===== src/core/spf_pkg.sv =====
/*
 * Shared constants for the self-programming flash control block:
 * register map, control field layout, operation encodings and windows.
 * Assumes an AXI4-Lite master and a core that pulses store/load strobes.
 */
package spf_pkg;
	// ==========================================================
	// Register map
	localparam int ADDR_W = 4;
	localparam logic [ADDR_W-1:0] OFF_CTRL = 4'h0;
	localparam logic [ADDR_W-1:0] OFF_LOCK = 4'h4;
	localparam logic [1:0] RESP_OKAY = 2'h0;
	localparam logic [1:0] RESP_SLVERR = 2'h2;
	// ==========================================================
	// Control field positions
	localparam int CS_IE = 7;
	localparam int CS_BUSY = 6;
	localparam int CS_SIG = 5;
	localparam int CS_REEN = 4;
	localparam int CS_ARM = 0;
	localparam logic [4:0] PAT_FILL = 5'h01;
	localparam logic [4:0] PAT_ERASE = 5'h03;
	localparam logic [4:0] PAT_WRITE = 5'h05;
	localparam logic [4:0] PAT_LOCK = 5'h09;
	localparam logic [4:0] PAT_REEN = 5'h11;
	// ==========================================================
	// Lock byte layout
	localparam logic [7:0] LOCK_RST = 8'hff;
	localparam logic [7:0] BOOT_MASK = 8'h3c;
	localparam int BOOT_HI = 5;
	localparam int BOOT_LO = 4;
	localparam int APP_HI = 3;
	localparam int APP_LO = 2;
	localparam int MEM_HI = 1;
	localparam int MEM_LO = 0;
	// ==========================================================
	// Pointer fields and windows
	localparam int Z_WORD_LSB = 1;
	localparam int Z_PAGE_LSB = 8;
	localparam logic [2:0] WIN_STORE = 3'h4;
	localparam logic [2:0] LOAD_FLOOR = 3'h2;
	typedef enum logic [2:0] {
		MODE_NONE = 3'b000,
		MODE_FILL = 3'b001,
		MODE_ERASE = 3'b010,
		MODE_WRITE = 3'b011,
		MODE_LOCK = 3'b100,
		MODE_REEN = 3'b101,
		MODE_SIG = 3'b110
	} spf_mode_t;
endpackage : spf_pkg


===== src/core/spf_ctrl.sv =====
/*
 * Self-programming flash control: control/status register over AXI4-Lite,
 * arm windows, page buffer, lock bits and section protection.
 * Assumes the flash array pulses flash_done_i when an erase or write ends.
 */
`timescale 1ns/1ns
module spf_ctrl #(
	parameter int Z_W = 18,
	parameter logic [Z_W-spf_pkg::Z_PAGE_LSB-1:0] STALLING_SECTION_PG = 'd992,
	parameter logic [Z_W-spf_pkg::Z_PAGE_LSB-1:0] BOOT_PG = 'd992
) (
	input wire logic clk_sys_i,
	input wire logic srst_i,
	input wire logic ce_i,
	input wire logic [spf_pkg::ADDR_W-1:0] s_axi_awaddr_i,
	input wire logic s_axi_awvalid_i,
	output logic s_axi_awready_o,
	input wire logic [31:0] s_axi_wdata_i,
	input wire logic [3:0] s_axi_wstrb_i,
	input wire logic s_axi_wvalid_i,
	output logic s_axi_wready_o,
	output logic [1:0] s_axi_bresp_o,
	output logic s_axi_bvalid_o,
	input wire logic s_axi_bready_i,
	input wire logic [spf_pkg::ADDR_W-1:0] s_axi_araddr_i,
	input wire logic s_axi_arvalid_i,
	output logic s_axi_arready_o,
	output logic [31:0] s_axi_rdata_o,
	output logic [1:0] s_axi_rresp_o,
	output logic s_axi_rvalid_o,
	input wire logic s_axi_rready_i,
	input wire logic store_instr_i,
	input wire logic load_instr_i,
	input wire logic [Z_W-1:0] zptr_i,
	input wire logic [15:0] data_pair_i,
	input wire logic exec_boot_i,
	input wire logic vec_boot_i,
	input wire logic global_int_i,
	input wire logic [7:0] fuse_byte_i,
	input wire logic [7:0] sig_byte_i,
	input wire logic chip_erase_i,
	input wire logic ext_lock_wr_i,
	input wire logic [7:0] ext_lock_data_i,
	input wire logic flash_done_i,
	input wire logic [spf_pkg::Z_PAGE_LSB-spf_pkg::Z_WORD_LSB-1:0] buf_rd_idx_i,
	output logic [15:0] buf_rd_data_o,
	output logic flash_erase_o,
	output logic flash_write_o,
	output logic [Z_W-spf_pkg::Z_PAGE_LSB-1:0] flash_page_o,
	output logic [7:0] load_data_o,
	output logic load_valid_o,
	output logic access_refused_o,
	output logic core_stall_o,
	output logic section_busy_o,
	output logic ready_irq_o,
	output logic int_block_o,
	output logic ext_prog_block_o,
	output logic verify_block_o,
	output logic fuse_locked_o,
	output logic boot_lock_locked_o
);
	import spf_pkg::*;
	localparam int WI_W = Z_PAGE_LSB - Z_WORD_LSB;
	localparam int WORDS = 2 ** WI_W;

	// ==========================================================
	// Register bus
	logic aw_full_q, w_full_q;
	logic [ADDR_W-1:0] awaddr_q;
	logic [7:0] wdata_q;
	logic wstrb0_q;
	logic wr_fire, cw, reg_hit;
	logic ie_q;
	logic [7:0] ctrl_rd, rd_mux;

	assign wr_fire = aw_full_q && w_full_q && !s_axi_bvalid_o;
	assign reg_hit = (awaddr_q == OFF_CTRL) || (awaddr_q == OFF_LOCK);
	assign cw = wr_fire && (awaddr_q == OFF_CTRL) && wstrb0_q;

	always_ff @(posedge clk_sys_i) begin
		if (srst_i) begin
			aw_full_q <= 1'b0;
			w_full_q <= 1'b0;
			awaddr_q <= '0;
			wdata_q <= 8'h00;
			wstrb0_q <= 1'b0;
			s_axi_awready_o <= 1'b1;
			s_axi_wready_o <= 1'b1;
			s_axi_bvalid_o <= 1'b0;
			s_axi_bresp_o <= RESP_OKAY;
		end else if (ce_i) begin
			if (s_axi_awvalid_i && s_axi_awready_o) begin
				aw_full_q <= 1'b1;
				awaddr_q <= s_axi_awaddr_i;
				s_axi_awready_o <= 1'b0;
			end
			if (s_axi_wvalid_i && s_axi_wready_o) begin
				w_full_q <= 1'b1;
				wdata_q <= s_axi_wdata_i[7:0];
				wstrb0_q <= s_axi_wstrb_i[0];
				s_axi_wready_o <= 1'b0;
			end
			if (wr_fire) begin
				s_axi_bvalid_o <= 1'b1;
				s_axi_bresp_o <= reg_hit ? RESP_OKAY : RESP_SLVERR;
			end
			if (s_axi_bvalid_o && s_axi_bready_i) begin
				s_axi_bvalid_o <= 1'b0;
				aw_full_q <= 1'b0;
				w_full_q <= 1'b0;
				s_axi_awready_o <= 1'b1;
				s_axi_wready_o <= 1'b1;
			end
		end
	end

	always_ff @(posedge clk_sys_i) begin
		if (srst_i) begin
			s_axi_arready_o <= 1'b1;
			s_axi_rvalid_o <= 1'b0;
			s_axi_rdata_o <= 32'h0;
			s_axi_rresp_o <= RESP_OKAY;
		end else if (ce_i) begin
			if (s_axi_arvalid_i && s_axi_arready_o) begin
				s_axi_arready_o <= 1'b0;
				s_axi_rvalid_o <= 1'b1;
				s_axi_rdata_o <= {24'h0, rd_mux};
				s_axi_rresp_o <= (s_axi_araddr_i == OFF_CTRL || s_axi_araddr_i == OFF_LOCK) ?
					RESP_OKAY : RESP_SLVERR;
			end else if (s_axi_rvalid_o && s_axi_rready_i) begin
				s_axi_rvalid_o <= 1'b0;
				s_axi_arready_o <= 1'b1;
			end
		end
	end

	// ==========================================================
	// Command decode and arm window
	spf_mode_t mode_q, wr_mode;
	logic [2:0] win_q;
	logic busy_q, arm, st, ld, ld_special, go, refuse_op;
	logic is_rww, is_boot, wr_locked, rd_locked;
	logic tgt_rww_q, section_busy_flag_q;
	logic [7:0] lock_q;
	logic [Z_W-Z_PAGE_LSB-1:0] pg;
	logic [WI_W-1:0] widx;

	assign pg = zptr_i[Z_W-1:Z_PAGE_LSB];
	assign widx = zptr_i[Z_PAGE_LSB-1:Z_WORD_LSB];
	assign is_rww = pg < STALLING_SECTION_PG;
	assign is_boot = pg >= BOOT_PG;
	// Store protection keys off the low lock bit of the boot or application pair
	assign wr_locked = is_boot ? !lock_q[BOOT_LO] : !lock_q[APP_LO];
	assign rd_locked = is_boot ? (!exec_boot_i && !lock_q[BOOT_HI]) :
		(exec_boot_i && !lock_q[APP_HI]);
	assign arm = (win_q != 3'h0) || busy_q;
	assign st = store_instr_i && (win_q != 3'h0) && !busy_q;
	assign ld = load_instr_i;
	assign ld_special = ld && (win_q >= LOAD_FLOOR) &&
		(mode_q == MODE_SIG || mode_q == MODE_LOCK);
	// Page write needs word index zero; a stray index would mis-target the page
	assign refuse_op = wr_locked || (mode_q == MODE_WRITE && widx != '0);
	assign go = st && (mode_q == MODE_ERASE || mode_q == MODE_WRITE) && !refuse_op;
	assign ctrl_rd = {ie_q, section_busy_flag_q, mode_q == MODE_SIG, mode_q == MODE_REEN, mode_q == MODE_LOCK,
		mode_q == MODE_WRITE, mode_q == MODE_ERASE, arm};
	assign rd_mux = (s_axi_araddr_i == OFF_CTRL) ? ctrl_rd :
		(s_axi_araddr_i == OFF_LOCK) ? lock_q : 8'h00;

	always_comb begin
		wr_mode = MODE_NONE;
		if (wdata_q[CS_SIG]) begin
			if (wdata_q[4:0] == PAT_FILL) begin
				wr_mode = MODE_SIG;
			end
		end else begin
			case (wdata_q[4:0])
				PAT_FILL: wr_mode = MODE_FILL;
				PAT_ERASE: wr_mode = MODE_ERASE;
				PAT_WRITE: wr_mode = MODE_WRITE;
				PAT_LOCK: wr_mode = MODE_LOCK;
				PAT_REEN: wr_mode = MODE_REEN;
				default: wr_mode = MODE_NONE;
			endcase
		end
	end

	always_ff @(posedge clk_sys_i) begin
		if (srst_i) begin
			ie_q <= 1'b0;
		end else if (ce_i && cw) begin
			ie_q <= wdata_q[CS_IE];
		end
	end

	// Arming is ignored while an erase or write is running
	always_ff @(posedge clk_sys_i) begin
		if (srst_i) begin
			mode_q <= MODE_NONE;
			win_q <= 3'h0;
			busy_q <= 1'b0;
		end else if (ce_i) begin
			if (busy_q) begin
				if (flash_done_i) begin
					busy_q <= 1'b0;
					mode_q <= MODE_NONE;
				end
			end else if (st) begin
				win_q <= 3'h0;
				busy_q <= go;
				if (!go) begin
					mode_q <= MODE_NONE;
				end
			end else if (cw && wr_mode != MODE_NONE) begin
				mode_q <= wr_mode;
				win_q <= WIN_STORE;
			end else if (win_q != 3'h0) begin
				win_q <= win_q - 3'h1;
				if (win_q == 3'h1) begin
					mode_q <= MODE_NONE;
				end
			end
		end
	end

	// ==========================================================
	// Flash operation start, busy flag and stall
	always_ff @(posedge clk_sys_i) begin
		if (srst_i) begin
			flash_erase_o <= 1'b0;
			flash_write_o <= 1'b0;
			flash_page_o <= '0;
			tgt_rww_q <= 1'b0;
			core_stall_o <= 1'b0;
		end else if (ce_i) begin
			flash_erase_o <= go && mode_q == MODE_ERASE;
			flash_write_o <= go && mode_q == MODE_WRITE;
			if (go) begin
				flash_page_o <= pg;
				tgt_rww_q <= is_rww;
				core_stall_o <= !is_rww;
			end else if (busy_q && flash_done_i) begin
				core_stall_o <= 1'b0;
			end
		end
	end

	// Set beats clear: a new start below STALLING_SECTION_PG always leaves the flag raised
	always_ff @(posedge clk_sys_i) begin
		if (srst_i) begin
			section_busy_flag_q <= 1'b0;
		end else if (ce_i) begin
			if (go && is_rww) begin
				section_busy_flag_q <= 1'b1;
			end else if (st && (mode_q == MODE_REEN || mode_q == MODE_FILL)) begin
				section_busy_flag_q <= 1'b0;
			end
		end
	end
	assign section_busy_o = section_busy_flag_q;

	// ==========================================================
	// Page buffer
	logic [15:0] buf_q [WORDS];
	logic [WORDS-1:0] wv_q;
	logic fill_st, buf_drop;

	assign fill_st = st && mode_q == MODE_FILL;
	assign buf_drop = (cw && wdata_q[CS_REEN] && (wv_q != '0)) ||
		(busy_q && flash_done_i && mode_q == MODE_WRITE);

	always_ff @(posedge clk_sys_i) begin
		if (ce_i && fill_st) begin
			buf_q[widx] <= data_pair_i;
		end
	end

	generate
		for (genvar i = 0; i < WORDS; i++) begin : g_wv
			always_ff @(posedge clk_sys_i) begin
				if (srst_i) begin
					wv_q[i] <= 1'b0;
				end else if (ce_i) begin
					if (buf_drop) begin
						wv_q[i] <= 1'b0;
					end else if (fill_st && widx == WI_W'(i)) begin
						wv_q[i] <= 1'b1;
					end
				end
			end
		end
	endgenerate

	// Discarded words read back as erased
	always_ff @(posedge clk_sys_i) begin
		if (srst_i) begin
			buf_rd_data_o <= 16'hffff;
		end else if (ce_i) begin
			buf_rd_data_o <= wv_q[buf_rd_idx_i] ? buf_q[buf_rd_idx_i] : 16'hffff;
		end
	end

	// ==========================================================
	// Lock bits; programming only ever clears bits
	always_ff @(posedge clk_sys_i) begin
		if (srst_i) begin
			lock_q <= LOCK_RST;
		end else if (ce_i) begin
			if (chip_erase_i) begin
				lock_q <= LOCK_RST;
			end else if (st && mode_q == MODE_LOCK) begin
				lock_q <= lock_q & (data_pair_i[7:0] | ~BOOT_MASK);
			end else if (ext_lock_wr_i) begin
				lock_q <= lock_q & (ext_lock_data_i | (lock_q[MEM_HI] ? 8'hc0 : 8'hfc));
			end
		end
	end

	always_ff @(posedge clk_sys_i) begin
		if (srst_i) begin
			ext_prog_block_o <= 1'b0;
			verify_block_o <= 1'b0;
			fuse_locked_o <= 1'b0;
			boot_lock_locked_o <= 1'b0;
			int_block_o <= 1'b0;
			ready_irq_o <= 1'b0;
		end else if (ce_i) begin
			ext_prog_block_o <= !lock_q[MEM_LO] || !lock_q[MEM_HI];
			fuse_locked_o <= !lock_q[MEM_LO] || !lock_q[MEM_HI];
			verify_block_o <= !lock_q[MEM_HI];
			boot_lock_locked_o <= !lock_q[MEM_HI];
			int_block_o <= (vec_boot_i && !exec_boot_i && !lock_q[APP_HI]) ||
				(!vec_boot_i && exec_boot_i && !lock_q[BOOT_HI]);
			ready_irq_o <= ie_q && global_int_i && !arm;
		end
	end

	// ==========================================================
	// Load answers and refusals
	always_ff @(posedge clk_sys_i) begin
		if (srst_i) begin
			load_valid_o <= 1'b0;
			load_data_o <= 8'h00;
			access_refused_o <= 1'b0;
		end else if (ce_i) begin
			load_valid_o <= ld_special;
			access_refused_o <= (st && (mode_q == MODE_ERASE || mode_q == MODE_WRITE) && refuse_op) ||
				(ld && !ld_special && ((section_busy_flag_q && is_rww) || rd_locked));
			if (ld_special) begin
				if (mode_q == MODE_SIG) begin
					load_data_o <= sig_byte_i;
				end else begin
					load_data_o <= zptr_i[0] ? fuse_byte_i : lock_q;
				end
			end
		end
	end
endmodule : spf_ctrl


===== config.mk =====
export PLATFORM = sky130hd
export DESIGN_NAME = spf_ctrl
export DESIGN_NICKNAME = d
export VERILOG_FILES = /design/src/core/spf_pkg.sv /design/src/core/spf_ctrl.sv
export SDC_FILE = /design/constraint.sdc
export NUM_CORES = 2
export LEC_CHECK = 0
export ABC_AREA = 1
export BUFFER_PORTS_ARGS = -buffer_cell sky130_fd_sc_hd__buf_2
export CAP_MARGIN = 20
export CORE_MARGIN = 3
export CORE_UTILIZATION = 45
export CTS_CLUSTER_DIAMETER = 40
export DETAILED_ROUTE_END_ITERATION = 8
export GPL_ROUTABILITY_DRIVEN = 0
export SYNTH_ARGS = -nofsm -noshare
export SYNTH_HDL_FRONTEND = slang
export SYNTH_SLANG_ARGS = --single-unit

===== constraint.sdc =====
create_clock -name clk_sys_i -period 2.8 [get_ports clk_sys_i]
set_input_delay 0.56 -clock clk_sys_i [delete_from_list [all_inputs] [get_ports clk_sys_i]]
set_output_delay 0.56 -clock clk_sys_i [all_outputs]
set_load 0.03 [all_outputs]

# Yosys cells after proc, flatten, opt, wreduce, memory -nomap -nowiden
# Memory sizes are Yosys's and may differ from the RTL's.
# Index checks and enable logic that the tools add are counted.
# Widths: inputs -> output; s select.
[classes] muxes=307 reduce_logical=483 n_bitwise=4 n_addsub=1 order_cmp=4 eq_ne=143
[op_table] cell="$eq 7x7->1 const B" n=64
[op_table] cell="$mux 1" n=282
[op_table] cell="$reduce_and 2->1" n=141
[op_table] cell="$reduce_bool 2->1" n=134
[op_table] cell="$eq 7x6->1 const B" n=32
[op_table] cell="$logic_and 1x1->1" n=169
[op_table] cell="$reduce_bool 128->1" n=1
[op_table] cell="$eq 7x5->1 const B" n=16
[op_table] cell="$eq 7x4->1 const B" n=8
[op_table] cell="$mux 8" n=7
[op_table] cell="$mux 3" n=12
[op_table] cell="$eq 7x3->1 const B" n=4
[op_table] cell="$and 8x8->8" n=2
[op_table] cell="$mux 16" n=1
[op_table] cell="$pmux 3 s5" n=1
[op_table] cell="$eq 7x2->1 const B" n=2
[op_table] cell="$logic_not 1->1" n=14
[op_table] cell="$logic_or 1x1->1" n=12
[op_table] cell="$reduce_bool 3->1" n=4
[op_table] cell="$ge 10x10->1 const B" n=1
[op_table] cell="$lt 10x10->1 const B" n=1
[op_table] cell="$eq 3x3->1 const B" n=3
[op_table] cell="$eq 4x3->1 const B" n=2
[op_table] cell="$logic_not 4->1" n=2
[op_table] cell="23 further kinds" n=27
[totals] output_inout_bits=87 memories=1 wordCells=1102 inputBits=125 ram_bits=2048 regBits=220
[memory_table] name="buf_q" depth=128 width=16 rd=1 rd_clocked_by_memory_dff=0 wr=1 line="spf_ctrl.sv:263" source="logic [15:0] buf_q [WORDS];"

# Depth between registers and ports, before layout
[logic_depth] depth_word=9 mapped_depth=16 depth_no_buf=13

# Worst setup path after synthesis
# Ideal clock, no wire load.
[synth_path] kind="in2reg" startpoint="input ce_i" endpoint="memory buf_q[100][0] (enable)" setup_time_ns=0.390 path_buffers=1 arrival_ns=2.314 slack_ns=0.096 t_required_ns=2.410 stages=9 path_cell_list="buf_4 inv_2 nor2_4 inv_2 nor4_4 nand2_4 nor2_8 nand2_2 nor2_1"
[synth_via] elab_chain_len=3
[synth_rtl] element="start: declaration" line="spf_ctrl.sv:14" source="input wire logic ce_i,"
[synth_rtl] element="$logic_and 1x1->1" line="spf_ctrl.sv:272" source="if (ce_i && fill_st) begin"
[synth_rtl] element="$mux 1" line="spf_ctrl.sv:272"
[synth_rtl] element="$mux 1 (not written as such)" line="spf_ctrl.sv:273" source="buf_q[widx] <= data_pair_i;"
[synth_rtl] element="end: declaration" line="spf_ctrl.sv:263"
# No other way between the ends.

# Final worst setup path
[layout_path] startpoint="register win_q[1]" endpoint="register wv_q[49]"
[layout_via] elab_chain_len=7
[layout_rtl] element="start: declaration" line="spf_ctrl.sv:140" source="logic [2:0] win_q;"
[layout_rtl] element="start signal: assignment" line="spf_ctrl.sv:217" source="win_q <= win_q - 3'h1;"
[layout_rtl] element="$reduce_bool 3->1" line="spf_ctrl.sv:157" source="assign st = store_instr_i && (win_q != 3'h0) && !busy_q;"
[layout_rtl] element="$logic_and 1x1->1 (2 in series)" line="spf_ctrl.sv:157"
[layout_rtl] element="$logic_and 1x1->1" line="spf_ctrl.sv:267" source="assign fill_st = st && mode_q == MODE_FILL;"
[layout_rtl] element="$logic_and 1x1->1" line="spf_ctrl.sv:285" source="end else if (fill_st && widx == WI_W'(i)) begin"
[layout_rtl] element="$reduce_bool 2->1 (no line)"
[layout_rtl] element="$reduce_and 2->1 (no line)"
[layout_rtl] element="end signal: indexed assignment" line="spf_ctrl.sv:281" source="wv_q[i] <= 1'b0;"
[layout_rtl] element="end signal: indexed assignment" line="spf_ctrl.sv:284" source="wv_q[i] <= 1'b0;"
[layout_rtl] element="end signal: indexed assignment" line="spf_ctrl.sv:286" source="wv_q[i] <= 1'b1;"
[layout_rtl] element="end: declaration" line="spf_ctrl.sv:264" source="logic [WORDS-1:0] wv_q;"
# No other way between the ends.
# A chain may end at the register's enable or synchronous reset.

==> PnR_summary.wiki <==
{| class="wikitable"
! Metric !! Value
|-
| P_leak || 41.4 nW
|-
| Post-synth top area cell || sky130_fd_sc_hd__edfxtp_1
|-
| Area share of fa/ha/maj cells after synthesis || 0.0540%
|-
| Worst Tran Pin Value || 1060 ps
|-
| Worst path arrival time || 3470 ps
|-
| Worst voltage drop across the vdd grid || 535 uV
|-
| I/O Pins || 212
|-
| Top layer used by detailed routing || met5
|-
| Share of the synthesized area in the top cell type || 66.3%
|-
| Critical path class || flop to flop
|-
| Setup violators final || 0
|-
| Die height || 460 um
|-
| Critical path fanouts, max || 17
|-
| Final Non-Filler Cells || 11.7k
|-
| Total routing resource utilization after global routing || 25.5%
|-
| Synth Flop Type || sky130_fd_sc_hd__edfxtp_1
|-
| Power per unit of standard cell area || 730 nW/um^2
|-
| Synthesized area divided by synthesized cell count || 11.1 um^2
|-
| Count of pins over their slew limit || 0
|-
| Initial antenna violation count || 7
|-
| Post-detailed-route wirelength per cell || approximately 23 um
|-
| Number of library cell types mapped by synthesis || 40
|-
| Post-synth top cells || 2856 x sky130_fd_sc_hd__nand2_1, 2048 x sky130_fd_sc_hd__edfxtp_1, 1908 x sky130_fd_sc_hd__nand3_1, 259 x sky130_fd_sc_hd__buf_2, 231 x sky130_fd_sc_hd__clkbuf_1
|-
| Endpoint required time on the critical path || 3610 ps
|-
| Post-DR vias/cell || 5.66
|-
| Path category of the worst min-delay check || input pin to flop
|-
| Overall routed net length || 274000 um
|-
| Unrepaired setup endpoints after global routing || yes
|-
| Most common cell in the netlist || sky130_fd_sc_hd__nand2_1
|-
| Met1 wire length || 114000 um
|-
| Main combinational cell family by area after synthesis || simple AND/OR/NAND/NOR gates
|-
| Yosys warns || 0
|-
| Share of the synthesized area in compound gates (AO/OA/AOI/OAI) || 2.20%
|-
| Sum of met2 wire segment lengths after detailed routing || 125000 um
|-
| Count of TritonRoute iterations in the first routing pass || 6
|-
| Final Worst Setup Slack || about 140 ps
|-
| Number of enable flip-flop cells after synthesis || 2048
|-
| Filler cell count in the final layout || 16.8k
|-
| Mux cell area share after synthesis || less than 1%
|-
| Synth Instances || 8379
|-
| Category of the worst setup path launch point || flop
|-
| Area of the core region || between 200000 and 250000 um^2
|-
| Number of rows in the core area || 165
|-
| Area growth from synthesis to layout || 21.0%
|-
| Worst clock skew || 56.4 ps
|-
| Area contributors post-synth || sky130_fd_sc_hd__edfxtp_1 66%, sky130_fd_sc_hd__nand2_1 12%, sky130_fd_sc_hd__nand3_1 10%
|-
| Xor and xnor area share after synthesis || less than 1%
|-
| Post-synthesis sequential element count || 2264
|-
| Final Power || slightly above 80 mW
|-
| Area of the die || around 210000 um^2
|-
| Relative max-transition margin || ~30%
|-
| Met3 layer wire length in the routed design || 24200 um
|-
| TritonCTS clock tree || built
|-
| H-tree Lvls || 5
|-
| Minimum clock period after layout || 2660 ps
|-
| Vias in the first global route || 63.5k
|-
| Root Driver || sky130_fd_sc_hd__clkbuf_16
|-
| First-pass GRT wire length || 406000 um
|-
| Max-Cap Viols || 0
|-
| Skew-Pair Late Insertion Delay || 930 ps
|-
| Iteration-0 DRC Markers || 7379
|-
| IO Port Bufs || 155
|-
| Sink Count || 2264
|-
| Achievable clock frequency || 376 MHz
|-
| Clock transition at path regs || 50 ps
|-
| Worst setup slack after placement || -76.0 ps
|-
| Detail Placement HPWL || 166000 um
|-
| Vias || 66.4k
|-
| Basic-gate share of the synthesized area counting and, or, nand and nor cells || 23.5%
|-
| Effective utilization at floorplan || 45.6%
|-
| Maximum number of pins on one net before global-route repair || 165
|-
| Floorplan die width || 460 um
|-
| Number of antenna-violating nets in the routed design || 0
|-
| Async set or reset register ratio after synthesis || 0%
|-
| Largest buffer count on any clock path || 4
|-
| Sequential share of the synthesized area || roughly 71%
|-
| Final worst path period share || 95.0%
|-
| Final hold violations || 0
|-
| Fraction of final layout cells with drive strength greater than 1 || 14.0%
|-
| Post-placement cell count || 11.1k
|-
| Final #Nets || slightly below 9k
|-
| TritonCTS Buffers || roughly 320
|-
| Result of the run || complete, no violations
|-
| Setup TNS || 0 ps
|-
| Total overflow reported by the global router || 0
|-
| Netlist area before placement || 92700 um^2
|-
| R2R Setup Slk || 140 ps
|-
| Type of element capturing the critical path || flop
|-
| Residual DRC || 0
|}
[placed cells by master (no fill, tap or decap), drive strengths merged]
master,synthesis,routed
nand2,2863,2863
dlygate4sd3,0,41
a21oi,197,197
nand3b,4,4
clkinv,4,101
nor3b,1,1
o211ai,2,2
mux2,8,8
diode,0,2
dfxtp,216,216
bufinv,0,29
conb,1,26
o21ai,184,184
ha,4,4
buf,343,621
nor4,18,18
nor3,14,14
nand4,9,9
xnor2,1,1
nand3,1910,1910
nor2,230,230
inv,76,120
a211oi,4,4
o21a,1,1
or2,1,1
clkinvlp,0,28
a22oi,1,1
o221ai,7,7
a32oi,1,1
edfxtp,2048,2048
clkbuf,231,370
[registers in the layout, indices dropped and copies added, names as in the netlist, 3 cells and up]
| name | flops |
|---|---|
| buf_q | 2048 |
| wv_q | 128 |
| buf_rd_data_o | 16 |
| flash_page_o | 10 |
| load_data_o | 8 |
| s_axi_rdata_o | 8 |
| lock_q | 7 |
| wdata_q | 7 |
| awaddr_q | 4 |
| mode_q | 3 |
| win_q | 3 |
[per-stage QoR]
stage	utilization [%]	hold slack (ps)	area [um^2]
after detailed placement	49.7	429	101000
after floorplan	-	406	92800
final	55.1	58.9	112000
after global routing	55.1	49.4	112000
after CTS	55.1	2.68	112000
after global placement	49.7	417	101000
[kinds of logic after synthesis]
logic type / Yosys count
simple gates: 5050
flops: 2264
buf+inv: 654
compound gates: 397
mux: 8
fa+ha+maj: 4
other cells: 1
xor+xnor: 1
[metal layers]
metal,GRT usage [%],vias up
li1,-,30250
met1,36.0,32552
met2,39.5,3038
met3,4.82,556
met4,9.63,10
met5,0,-
[what timing repair did]
action                                 4_1_cts  5_1_grt
hold buffers                                41        0
resized for setup                            0        5
buffers inserted                             0        4
endpoints found under the hold margin       68        0
setup endpoints to repair                    0      472
[worst max-delay path: stages (launching register included)]
cell and delay [ps]:
sky130_fd_sc_hd__dfxtp_1 380, sky130_fd_sc_hd__inv_1 100, sky130_fd_sc_hd__ha_1 200, sky130_fd_sc_hd__nand2_1 90
sky130_fd_sc_hd__nand2_1 120, sky130_fd_sc_hd__nor4_4 260, sky130_fd_sc_hd__nand2_4 190, sky130_fd_sc_hd__nor2_8 190
sky130_fd_sc_hd__nand3_4 290, sky130_fd_sc_hd__nor2_1 290, sky130_fd_sc_hd__buf_12 220, sky130_fd_sc_hd__o21ai_1 80
sky130_fd_sc_hd__a21oi_1 130
[layout make-up]
class | count | area [um^2] | share of cell area (%)
multi-input cells | 5486 | 24100 | 21.5
flip-flops and latches | 2264 | 65800 | 58.6
clock inverters | 198 | 2070 | 1.84
repair buffers | 662 | 8050 | 7.17
diodes | 2 | 5.00 | 0.00446
inverters | 80 | 328 | 0.292
clock buffers | 370 | 8480 | 7.56
well taps | 2672 | 3340 | 2.98
[worst paths after layout]
path	start	endpoint	depth (start not counted)
max	win_q[1]	wv_q[49]	12
min	sig_byte_i[3]	load_data_o[3]	4
max reg2reg	win_q[1]	wv_q[49]	12
min reg2reg	lock_q[0]	fuse_locked_o	1
[power breakdown]
group	switching [mW]	internal [mW]	total, mW
Clock	15.1	24.6	39.7
Combinational	3.71	1.52	5.23
Sequential	0.0770	36.9	37.0
Total	18.9	63.0	81.9
Note: power is estimated with default switching activity, not from simulation.
